**src/xor_alu_pkg.sv**
```systemverilog
package xor_alu_pkg;
  // ----------------------------------------------------------------
  // opcodes of the exclusive-or forms
  // ----------------------------------------------------------------
  localparam logic [7:0] OP_XOR_A_BANK = 8'h68;  // low three bits pick the bank register
  localparam logic [7:0] OP_XOR_A_DIR = 8'h65;
  localparam logic [7:0] OP_XOR_A_PTR = 8'h66;  // low bit picks the pointer register
  localparam logic [7:0] OP_XOR_A_IMM = 8'h64;
  localparam logic [7:0] OP_XOR_DIR_A = 8'h62;
  localparam logic [7:0] OP_XOR_DIR_IMM = 8'h63;
  // ----------------------------------------------------------------
  // arithmetic op selects on the alu command port
  // ----------------------------------------------------------------
  localparam logic [1:0] ALU_XOR = 2'h0;
  localparam logic [1:0] ALU_ADD_WITH_CARRY = 2'h1;
  localparam logic [1:0] ALU_SUBTRACT_WITH_BORROW = 2'h2;
  localparam logic [1:0] ALU_DIVIDE = 2'h3;
  // ----------------------------------------------------------------
  // lengths, cycle counts, zero byte and port base
  // ----------------------------------------------------------------
  localparam logic [1:0] LEN_ONE = 2'h1;
  localparam logic [1:0] LEN_TWO = 2'h2;
  localparam logic [1:0] LEN_THREE = 2'h3;
  localparam logic [1:0] CYC_ONE = 2'h1;
  localparam logic [1:0] CYC_TWO = 2'h2;
  localparam logic [7:0] BYTE_ZERO = 8'h00;
  localparam logic [7:0] PORT_BASE = 8'h80;  // direct addresses at or above this are hardware
endpackage

```
**src/byte_arith.sv**
```systemverilog
`timescale 1ns/1ps
// combinational byte arithmetic: xor, add/subtract with carry, divide
module byte_arith (
  input wire logic [1:0] i_op,
  input wire logic [7:0] i_a,
  input wire logic [7:0] i_b,
  input wire logic i_carry,
  output logic [7:0] o_res,
  output logic [7:0] o_aux,
  output logic o_carry,
  output logic o_aux_carry,
  output logic o_ovf
);
  logic [8:0] sum9;
  logic [4:0] sum5;
  logic [7:0] lo7;
  logic c6;
  // --------------------------------------------------------------
  // operation select
  // --------------------------------------------------------------
  always_comb begin
    sum9 = 9'h000;
    sum5 = 5'h00;
    lo7 = 8'h00;
    c6 = 1'b0;
    o_res = i_a;
    o_aux = i_b;
    o_carry = i_carry;
    o_aux_carry = 1'b0;
    o_ovf = 1'b0;
    case (i_op)
      xor_alu_pkg::ALU_XOR: begin
        o_res = i_a ^ i_b;
      end
      xor_alu_pkg::ALU_ADD_WITH_CARRY: begin
        sum9 = {1'b0, i_a} + {1'b0, i_b} + {8'h00, i_carry};
        sum5 = {1'b0, i_a[3:0]} + {1'b0, i_b[3:0]} + {4'h0, i_carry};
        lo7 = {1'b0, i_a[6:0]} + {1'b0, i_b[6:0]} + {7'h00, i_carry};
        c6 = lo7[7];
        o_res = sum9[7:0];
        o_carry = sum9[8];
        o_aux_carry = sum5[4];
        o_ovf = sum9[8] ^ c6;
      end
      xor_alu_pkg::ALU_SUBTRACT_WITH_BORROW: begin
        sum9 = {1'b0, i_a} - {1'b0, i_b} - {8'h00, i_carry};
        sum5 = {1'b0, i_a[3:0]} - {1'b0, i_b[3:0]} - {4'h0, i_carry};
        lo7 = {1'b0, i_a[6:0]} - {1'b0, i_b[6:0]} - {7'h00, i_carry};
        c6 = lo7[7];
        o_res = sum9[7:0];
        o_carry = sum9[8];
        o_aux_carry = sum5[4];
        o_ovf = sum9[8] ^ c6;
      end
      default: begin
        if (i_b == xor_alu_pkg::BYTE_ZERO) begin
          o_ovf = 1'b1;
        end else begin
          o_res = i_a / i_b;
          o_aux = i_a % i_b;
        end
        o_carry = 1'b0;
      end
    endcase
  end
endmodule

```
**src/xor_and_carry_alu.sv**
```systemverilog
`timescale 1ns/1ps
// Function
// - accumulator xor bank register, one byte, one cycle.
// - accumulator xor direct byte, two bytes, one cycle.
// - accumulator xor pointer-addressed ram, pointer chosen by opcode bit 0.
// - direct byte xor accumulator written back to direct, two bytes, one cycle.
// - direct byte xor immediate, three bytes, two cycles.
// - add and subtract include previous carry for chaining.
// - carry set on unsigned overflow or underflow, else cleared.
// - signed range flag reports signed overflow of whole string.
// - divide leaves quotient in accumulator, remainder in auxiliary register.
// - every xor form stores bitwise xor and leaves flags unchanged.
// - xor on output port reads port latch, not pins.
module xor_and_carry_alu (
  input wire logic I_CLK,
  input wire logic I_SRST,
  input wire logic I_CE,
  input wire logic I_XOR_START,
  input wire logic [7:0] I_OPCODE,
  input wire logic [7:0] I_DIRECT_ADDR,
  input wire logic [7:0] I_IMM,
  input wire logic [7:0] I_ACC,
  input wire logic [7:0] I_BANK_REGISTER,
  input wire logic [7:0] I_POINTER_DATA,
  input wire logic [7:0] I_DIRECT_DATA,
  input wire logic [7:0] I_PORT_LATCH,
  input wire logic I_ALU_START,
  input wire logic [1:0] I_ALU_OP,
  input wire logic [7:0] I_OPERAND,
  input wire logic [7:0] I_AUX_REG,
  input wire logic I_CARRY,
  input wire logic I_OVF,
  input wire logic I_AUX_CARRY,
  output logic [7:0] O_ACC,
  output logic O_ACC_WE,
  output logic [7:0] O_AUX_REG,
  output logic O_AUX_WE,
  output logic [7:0] O_DIRECT_WDATA,
  output logic [7:0] O_DIRECT_WADDR,
  output logic O_DIRECT_WE,
  output logic O_POINTER_SEL,
  output logic [2:0] O_BANK_SEL,
  output logic O_CARRY,
  output logic O_AUX_CARRY,
  output logic O_OVF,
  output logic O_FLAGS_WE,
  output logic [1:0] O_LENGTH,
  output logic [1:0] O_CYCLES,
  output logic O_DONE,
  output logic O_BUSY
);
  typedef enum logic [0:0] {IDLE, SECOND} state_t;
  state_t state_r;
  logic [7:0] xsrc;
  logic [7:0] xdst;
  logic to_acc;
  logic valid;
  logic [1:0] len;
  logic two_cyc;
  logic [7:0] held_r;
  logic [7:0] addr_r;
  logic [7:0] ar_res;
  logic [7:0] ar_aux;
  logic ar_c;
  logic ar_ac;
  logic ar_ov;
  logic [7:0] dir_val;
  // --------------------------------------------------------------
  // xor form decode
  // --------------------------------------------------------------
  always_comb begin
    dir_val = (I_DIRECT_ADDR >= xor_alu_pkg::PORT_BASE) ? I_PORT_LATCH : I_DIRECT_DATA;
    xsrc = 8'h00;
    xdst = I_ACC;
    to_acc = 1'b1;
    valid = 1'b1;
    len = xor_alu_pkg::LEN_ONE;
    two_cyc = 1'b0;
    if ((I_OPCODE & 8'hf8) == xor_alu_pkg::OP_XOR_A_BANK) begin
      xsrc = I_BANK_REGISTER;
    end else if ((I_OPCODE & 8'hfe) == xor_alu_pkg::OP_XOR_A_PTR) begin
      xsrc = I_POINTER_DATA;
    end else begin
      case (I_OPCODE)
        xor_alu_pkg::OP_XOR_A_DIR: begin
          xsrc = dir_val;
          len = xor_alu_pkg::LEN_TWO;
        end
        xor_alu_pkg::OP_XOR_A_IMM: begin
          xsrc = I_IMM;
          len = xor_alu_pkg::LEN_TWO;
        end
        xor_alu_pkg::OP_XOR_DIR_A: begin
          xsrc = I_ACC;
          xdst = dir_val;
          to_acc = 1'b0;
          len = xor_alu_pkg::LEN_TWO;
        end
        xor_alu_pkg::OP_XOR_DIR_IMM: begin
          xsrc = I_IMM;
          xdst = dir_val;
          to_acc = 1'b0;
          len = xor_alu_pkg::LEN_THREE;
          two_cyc = 1'b1;
        end
        default: begin
          valid = 1'b0;
        end
      endcase
    end
  end
  // --------------------------------------------------------------
  // arithmetic unit
  // --------------------------------------------------------------
  byte_arith u_arith (
    .i_op(I_ALU_OP),
    .i_a(I_ACC),
    .i_b(I_ALU_OP == xor_alu_pkg::ALU_DIVIDE ? I_AUX_REG : I_OPERAND),
    .i_carry(I_CARRY),
    .o_res(ar_res),
    .o_aux(ar_aux),
    .o_carry(ar_c),
    .o_aux_carry(ar_ac),
    .o_ovf(ar_ov)
  );
  // --------------------------------------------------------------
  // sequencing and outputs
  // --------------------------------------------------------------
  always_ff @(posedge I_CLK) begin
    if (I_SRST) begin
      state_r <= IDLE;
      held_r <= 8'h00;
      addr_r <= 8'h00;
      O_ACC <= 8'h00;
      O_ACC_WE <= 1'b0;
      O_AUX_REG <= 8'h00;
      O_AUX_WE <= 1'b0;
      O_DIRECT_WDATA <= 8'h00;
      O_DIRECT_WADDR <= 8'h00;
      O_DIRECT_WE <= 1'b0;
      O_POINTER_SEL <= 1'b0;
      O_BANK_SEL <= 3'h0;
      O_CARRY <= 1'b0;
      O_AUX_CARRY <= 1'b0;
      O_OVF <= 1'b0;
      O_FLAGS_WE <= 1'b0;
      O_LENGTH <= 2'h0;
      O_CYCLES <= 2'h0;
      O_DONE <= 1'b0;
      O_BUSY <= 1'b0;
    end else if (I_CE) begin
      O_ACC_WE <= 1'b0;
      O_AUX_WE <= 1'b0;
      O_DIRECT_WE <= 1'b0;
      O_FLAGS_WE <= 1'b0;
      O_DONE <= 1'b0;
      case (state_r)
        IDLE: begin
          if (I_XOR_START && valid) begin
            O_POINTER_SEL <= I_OPCODE[0];
            O_BANK_SEL <= I_OPCODE[2:0];
            O_LENGTH <= len;
            O_FLAGS_WE <= 1'b0;
            if (two_cyc) begin
              held_r <= xdst ^ xsrc;
              addr_r <= I_DIRECT_ADDR;
              O_CYCLES <= xor_alu_pkg::CYC_TWO;
              O_BUSY <= 1'b1;
              state_r <= SECOND;
            end else begin
              O_CYCLES <= xor_alu_pkg::CYC_ONE;
              O_DONE <= 1'b1;
              if (to_acc) begin
                O_ACC <= xdst ^ xsrc;
                O_ACC_WE <= 1'b1;
              end else begin
                O_DIRECT_WDATA <= xdst ^ xsrc;
                O_DIRECT_WADDR <= I_DIRECT_ADDR;
                O_DIRECT_WE <= 1'b1;
              end
            end
          end else if (I_ALU_START) begin
            O_CYCLES <= xor_alu_pkg::CYC_ONE;
            O_DONE <= 1'b1;
            O_ACC <= ar_res;
            O_ACC_WE <= 1'b1;
            if (I_ALU_OP == xor_alu_pkg::ALU_XOR) begin
              O_CARRY <= I_CARRY;
              O_AUX_CARRY <= I_AUX_CARRY;
              O_OVF <= I_OVF;
            end else begin
              O_CARRY <= ar_c;
              O_AUX_CARRY <= (I_ALU_OP == xor_alu_pkg::ALU_DIVIDE) ? I_AUX_CARRY : ar_ac;
              O_OVF <= ar_ov;
              O_FLAGS_WE <= 1'b1;
            end
            if (I_ALU_OP == xor_alu_pkg::ALU_DIVIDE) begin
              O_AUX_REG <= ar_aux;
              O_AUX_WE <= 1'b1;
            end
          end
        end
        SECOND: begin
          O_DIRECT_WDATA <= held_r;
          O_DIRECT_WADDR <= addr_r;
          O_DIRECT_WE <= 1'b1;
          O_DONE <= 1'b1;
          O_BUSY <= 1'b0;
          state_r <= IDLE;
        end
        default: begin
          state_r <= IDLE;
        end
      endcase
    end
  end
endmodule

```
**config.mk**
```make
export PLATFORM = sky130hd
export DESIGN_NAME = xor_and_carry_alu
export DESIGN_NICKNAME = d
export VERILOG_FILES = /design/src/xor_alu_pkg.sv /design/src/byte_arith.sv /design/src/xor_and_carry_alu.sv
export SDC_FILE = /design/constraint.sdc
export NUM_CORES = 1
export LEC_CHECK = 0
export BUFFER_PORTS_ARGS = -buffer_cell sky130_fd_sc_hd__buf_2
export CAP_MARGIN = 20
export CORE_MARGIN = 5
export CORE_UTILIZATION = 29
export DETAILED_ROUTE_END_ITERATION = 6
export SYNTH_ARGS = -nofsm -noshare
export SYNTH_HDL_FRONTEND = slang
export SYNTH_SLANG_ARGS = --single-unit
```
**constraint.sdc**
```tcl
create_clock -name I_CLK -period 21.4 [get_ports I_CLK]
set_input_delay 3.21 -clock I_CLK [delete_from_list [all_inputs] [get_ports I_CLK]]
set_output_delay 3.21 -clock I_CLK [all_outputs]
set_load 0.02 [all_outputs]
```
==> results of run 1 <==
## through the flow
stage	hold WS (ps)	area [um^2]	util [%]	setup WS (ps)	std cells
2_1_floorplan	436	6400	-	6580	832
3_3_place_gp	437	7310	33.6	5330	1211
3_5_place_dp	445	7310	33.6	4930	1211
4_1_cts	452	7640	35.1	5190	1227
5_1_grt	470	7640	35.1	3900	1227
6_report	448	7640	35.1	4980	1228
## cells by family after synthesis
| kind of cell | share of synthesized area [%] |
|---|---|
| compound gates | 26.7 |
| mux | 7.72 |
| flops | 20.3 |
| xor+xnor | 4.65 |
| fa+ha+maj | 13.4 |
| simple gates | 21.8 |
| buf+inv | 5.48 |
## power groups by stage
stage	registers, mW	logic, mW	clock network [mW]
detailed placement	0.128	0.180	0
global route	0.125	0.202	0.172
global placement	0.128	0.179	0
finish	0.125	0.182	0.162
CTS	0.125	0.181	0.166
floorplan	0.131	0.130	0
## how the worst max path moves through the flow
stage	from	depth (start not counted)	end	slack (ps)
floorplan	I_ALU_OP[0]	50	O_ACC[0]$_SDFFE_PP0P_	6580
global placement	I_ALU_OP[0]	48	O_AUX_REG[5]$_SDFFE_PP0P_	5330
detailed placement	I_ALU_OP[0]	48	O_AUX_REG[5]$_SDFFE_PP0P_	4930
CTS	I_ALU_OP[0]	48	O_AUX_REG[5]$_SDFFE_PP0P_	5190
global route	I_ALU_OP[0]	48	O_AUX_REG[5]$_SDFFE_PP0P_	3900
finish	I_ALU_OP[0]	48	O_AUX_REG[5]$_SDFFE_PP0P_	4980
## critical path, delay by kind of cell
kind            cells  cell delay [ps]
compound gates     24             6460
fa+ha+maj           8             2290
buf+inv             3              530
mux                 2              740
simple gates       11             3330
## sequential cells by signal, indices dropped and copies added (netlist names)
register,cells
O_AUX_CARRY,1
O_DIRECT_WADDR,8
addr_r,8
O_BANK_SEL,3
O_LENGTH,2
O_AUX_REG,8
held_r,8
O_FLAGS_WE,1
O_CARRY,1
O_DONE,1
O_AUX_WE,1
state_r,1
O_ACC_WE,1
O_DIRECT_WE,1
O_CYCLES,2
O_ACC,8
O_DIRECT_WDATA,8
O_BUSY,1
O_OVF,1
## per-layer routing
layer,global-route usage [%],vias up,share of wire (%)
li1,-,3296,-
met1,21.8,3042,45
met2,26.3,182,47
met3,3.21,26,5.2
met4,3.86,2,2.2
met5,0,-,0.062
## area by class of cell
class | count | area, um^2
flip-flops and latches | 65 | 1300
well taps | 280 | 350
inverters | 42 | 158
fillers | 2355 | 14100
multi-input cells | 679 | 4760
diodes | 1 | 2.50
clock buffers | 9 | 225
clock inverters | 7 | 103
repair buffers | 145 | 743
## cell usage after synthesis, types with 5 or more instances
cell      instances
a211oi_1         24
a21o_1           14
a21oi_1          59
a22oi_1          19
a311oi_1          5
a31oi_1          21
and2_1            5
clkbuf_1         40
dfxtp_1          65
ha_1             62
inv_1            41
mux2_2           15
mux2i_1          31
nand2_1          78
nand2b_1         15
nand3_1          11
nand3b_1          5
nor2_1           74
nor2b_1          12
nor3_1           33
o211ai_1          9
o21a_1           12
o21ai_0          38
or2_2             6
or3_1             8
xnor2_1          23
xor2_1           11
==> reports/results.ini, run 1 <==
[logic_synthesis]
syn_area_mm2 = 0.00640
ys_seq_elements = 65
synth.avg_cell_area_um2 = 7.69
synth_top_cell_area_share_pct = 20.3
yosysUniqueCellTypes = 75
postSynthCellCount = 832
async_reset_ff_share_pct = 0
synth_flop_cell = dfxtp_1
synth-edff-count = 0
ys_warn_count = 0
synth_nets = 988
ys_seq_area_share_pct = 20.3
yosysTopAreaCell = dfxtp_1
yosys-top-cells-area = dfxtp_1 (20%), ha_1 (12%), mux2i_1 (4.8%)

[pwr]
intPower_uw = 303
switching_share_pct = 35.3
leakagePower_nw = 3.25
ir_drop_uv = 42.8
pwr-share-comb_pct = 38.8
power_uw = 469
p_sw_uw = 166
pwr-share-clk_pct = 34.5
power_density_mw_per_mm2 = 61.4
power_frac_seq_pct = 26.7

[timing]
rsz0062_at_grt = false
setup_viol = 0
slew_viol_final = 0
maxSlewHeadroom_pct = 28.1
fin_setup_tns_ps = 0
period_share_pct = 76.7
fin_crit_ps = 16420
fmax_mhz = 60.9
max_slew.worst_pin.slew_ps = 1050
skew_ps = 5.25
hold_violations = 0

[critical_path]
ff2ff_path_depth = 7
critPathMaxFanout = 38
crit_path_frequent_cell = ha_1
r2r_slack_ps = 18950
end_kind = flop
r2r-start = state_r$_SDFFE_PP0P_
start_kind = input port
slowest_delay_ps = 800
crit_arrival_ps = 16640
crit-reg2reg-capture = O_AUX_REG[7]$_SDFFE_PP0P_
cp_slowest_cell = a31oi_1
crit_type = in -> reg
required_ps = 21620

[cts]
ctsResizeCount = 0
clock_path_buffers = 2
cts_tree = done
htreeDepth = 3
cts_setup_buffers = 0
cts_buffers = 9
root_buffer = clkbuf_16
clock_latency_ps = 330
cts.reportedPaths.clkPinSlew_ps = 60
clock-sinks = 65
cts-hold-fix-buffers = 0

[grt]
grt_pass1_wl_um = 32300
grt_use_total_pct = 16.1
grt_max_degree = 70
grt.overflow.total = 0
grt_antenna_before_repair = 1
grt_pass1_vias = 6127

[placement]
dpl.hpwl_um = 16800
gp_congestion = 0.916
numPortBuffers = 138

[cells_and_area]
final_common_cell = buf_2
area_delta_synth_final_pct = 19.4
nets = 1098
layout_common_cells = buf_2 (138), nand2_1 (78), nor2_1 (74)
drive_gt1_share_pct = 21.1

[floorplanning]
std_cell_rows = 54
start_util_pct = 29.4
die_w_um = 159
io_pins = 139
die_y_um = 159
dieArea_mm2 = 0.0251
core_mm2 = 0.0218

[route]
routed_via_density = 5.33
drc = 0
vias = 6548
wl_um = 21100
antenna_left = 0
wl_per_cell_um = 17.2
first_pass_iters = 5
drt_iter0_markers = 374

[min_path]
whs_path_depth = 2
hp-class = reg -> reg
hp-start = O_DIRECT_WDATA[1]$_SDFFE_PP0P_
hold_end = O_DIRECT_WDATA[1]$_SDFFE_PP0P_

[outcome]
outcome = completed

[flow_run]
max_cap_viol_count = 0

Power figures use the tool's default switching activity.
==> run 2: changes to the inputs <==
==> constraint.sdc (replaced) <==
create_clock -name I_CLK -period 14 [get_ports I_CLK]
set_input_delay 2.1 -clock I_CLK [delete_from_list [all_inputs] [get_ports I_CLK]]
set_output_delay 2.1 -clock I_CLK [all_outputs]
set_load 0.02 [all_outputs]
==> reports/results.ini, run 2 (synthesis gave the netlist of run 1 again) <==
[critical_path]
cp.buffers_inverters = 5
ff2ff_path_depth = 7
crit_type = in -> reg
r2r-start = state_r$_SDFFE_PP0P_
critPathMaxFanout = 12
cp_slowest_cell = or4b_2
slowest_delay_ps = 620
crit-reg2reg-capture = O_AUX_REG[7]$_SDFFE_PP0P_
crit_arrival_ps = 13530
crit_path_frequent_cell = ha_1
required_ps = 14220
worst-path-stages = 50
r2r_slack_ps = 11440
critical-path-top-delay-family = compound AO/OA/AOI/OAI gates
end_kind = flop
start_kind = input port

[grt]
grt_pass1_wl_um = 33500
grt_max_degree = 70
grt_use_total_pct = 16.5
grt_pass1_vias = 6414
grt.overflow.total = 0
grt_antenna_before_repair = 1

[timing]
slew_viol_final = 0
setup_viol = 0
maxSlewHeadroom_pct = 20.7
postLayoutSetupSlackWorst_ps = 689
fmax_mhz = 75.1
fin_setup_tns_ps = 0
hold_violations = 0
fin_crit_ps = 13310
max_slew.worst_pin.slew_ps = 1160
period_share_pct = 95.1
skew_ps = 5.54

[cts]
cts_tree = done
clock_path_buffers = 2
cts_buffers = 9
cts-hold-fix-buffers = 0
clock_latency_ps = 330
htreeDepth = 3
root_buffer = clkbuf_16
clock-sinks = 65
cts.reportedPaths.clkPinSlew_ps = 60

[placement]
numPortBuffers = 138
dpl.hpwl_um = 17200
dp_cells = 1222
gp_congestion = 0.939
preCtsSetupSlack_ps = -46.1

[route]
wl_per_cell_um = 17.6
drt_iter0_markers = 390
vias = 6707
routed_via_density = 5.40
wl_um = 21900
antenna_left = 0
first_pass_iters = 5
drc = 0

[pwr]
power_density_mw_per_mm2 = 91.8
ir_drop_uv = 55.2
leakagePower_nw = 3.33

[cells_and_area]
final_util_pct = 36.0
area_delta_synth_final_pct = 22.4
final_common_cell = buf_2
layout_common_cells = buf_2 (138), nand2_1 (78), nor2_1 (74)
final_cells = 1243
nets = 1113
drive_gt1_share_pct = 23.5

[floorplanning]
start_util_pct = 29.4
die_w_um = 159
io_pins = 139
core_mm2 = 0.0218
std_cell_rows = 54
dieArea_mm2 = 0.0251
die_y_um = 159

[min_path]
hp-class = reg -> reg
hold_end = O_DIRECT_WDATA[0]$_SDFFE_PP0P_
hp-start = O_DIRECT_WDATA[0]$_SDFFE_PP0P_
whs_path_depth = 2

[flow_run]
max_cap_viol_count = 0

[outcome]
outcome = completed

run 2: cell type report:
cell class	instances	area, um^2
Antenna cell	1	2.50
Clock buffer	10	239
Clock inverter	6	65.1
Fill cell	2299	13900
Inverter	42	158
Multi-Input combinational cell	679	4850
Sequential cell	65	1300
Tap cell	280	350
Timing Repair Buffer	160	868
run 2: worst min-delay path: cells and delay by family (launching register included):
family | cells | cell delay (ps)
flops | 1 | 310
simple gates | 1 | 50
compound gates | 1 | 50
run 2: layer usage:
metal / up-vias / track usage, % / part of all wire (%)
met5: - / 0 / 0
met3: 50 / 2.77 / 4.8
met2: 184 / 26.7 / 47
li1: 3313 / - / -
met4: 0 / 5.65 / 3.2
met1: 3160 / 22.4 / 45
run 2: worst max-delay path by stage:
stage | startpoint | to | slack (ps)
finish | I_ALU_OP[0] | O_AUX_REG[5]$_SDFFE_PP0P_ | 690
global route | I_ALU_OP[0] | O_AUX_REG[5]$_SDFFE_PP0P_ | -0.5
CTS | I_ALU_OP[0] | O_AUX_REG[5]$_SDFFE_PP0P_ | 240
detailed placement | I_ALU_OP[0] | O_AUX_REG[5]$_SDFFE_PP0P_ | -50
global placement | I_ALU_OP[0] | O_AUX_REG[5]$_SDFFE_PP0P_ | 170
floorplan | I_ALU_OP[0] | O_ACC[0]$_SDFFE_PP0P_ | 290
run 2: power by group:
group	total, mW	internal, mW	switching [mW]
clock	0.229	0.143	0.0860
sequential	0.191	0.189	0.00217
combinational	0.299	0.127	0.172
total	0.719	0.459	0.260
run 2: what timing repair did:
action,4_1_cts,5_1_grt
buffers inserted,0,4
setup endpoints to repair,0,9
resized for setup,0,19
run 2: stage by stage:
stage | instance area, um^2 | power (mW) | hold slack (ps)
3_5_place_dp | 7390 | 0.478 | 446
5_1_grt | 7830 | 0.763 | 468
4_1_cts | 7690 | 0.708 | 454
3_3_place_gp | 7390 | 0.477 | 438
6_report | 7830 | 0.719 | 452
2_1_floorplan | 6400 | 0.398 | 436
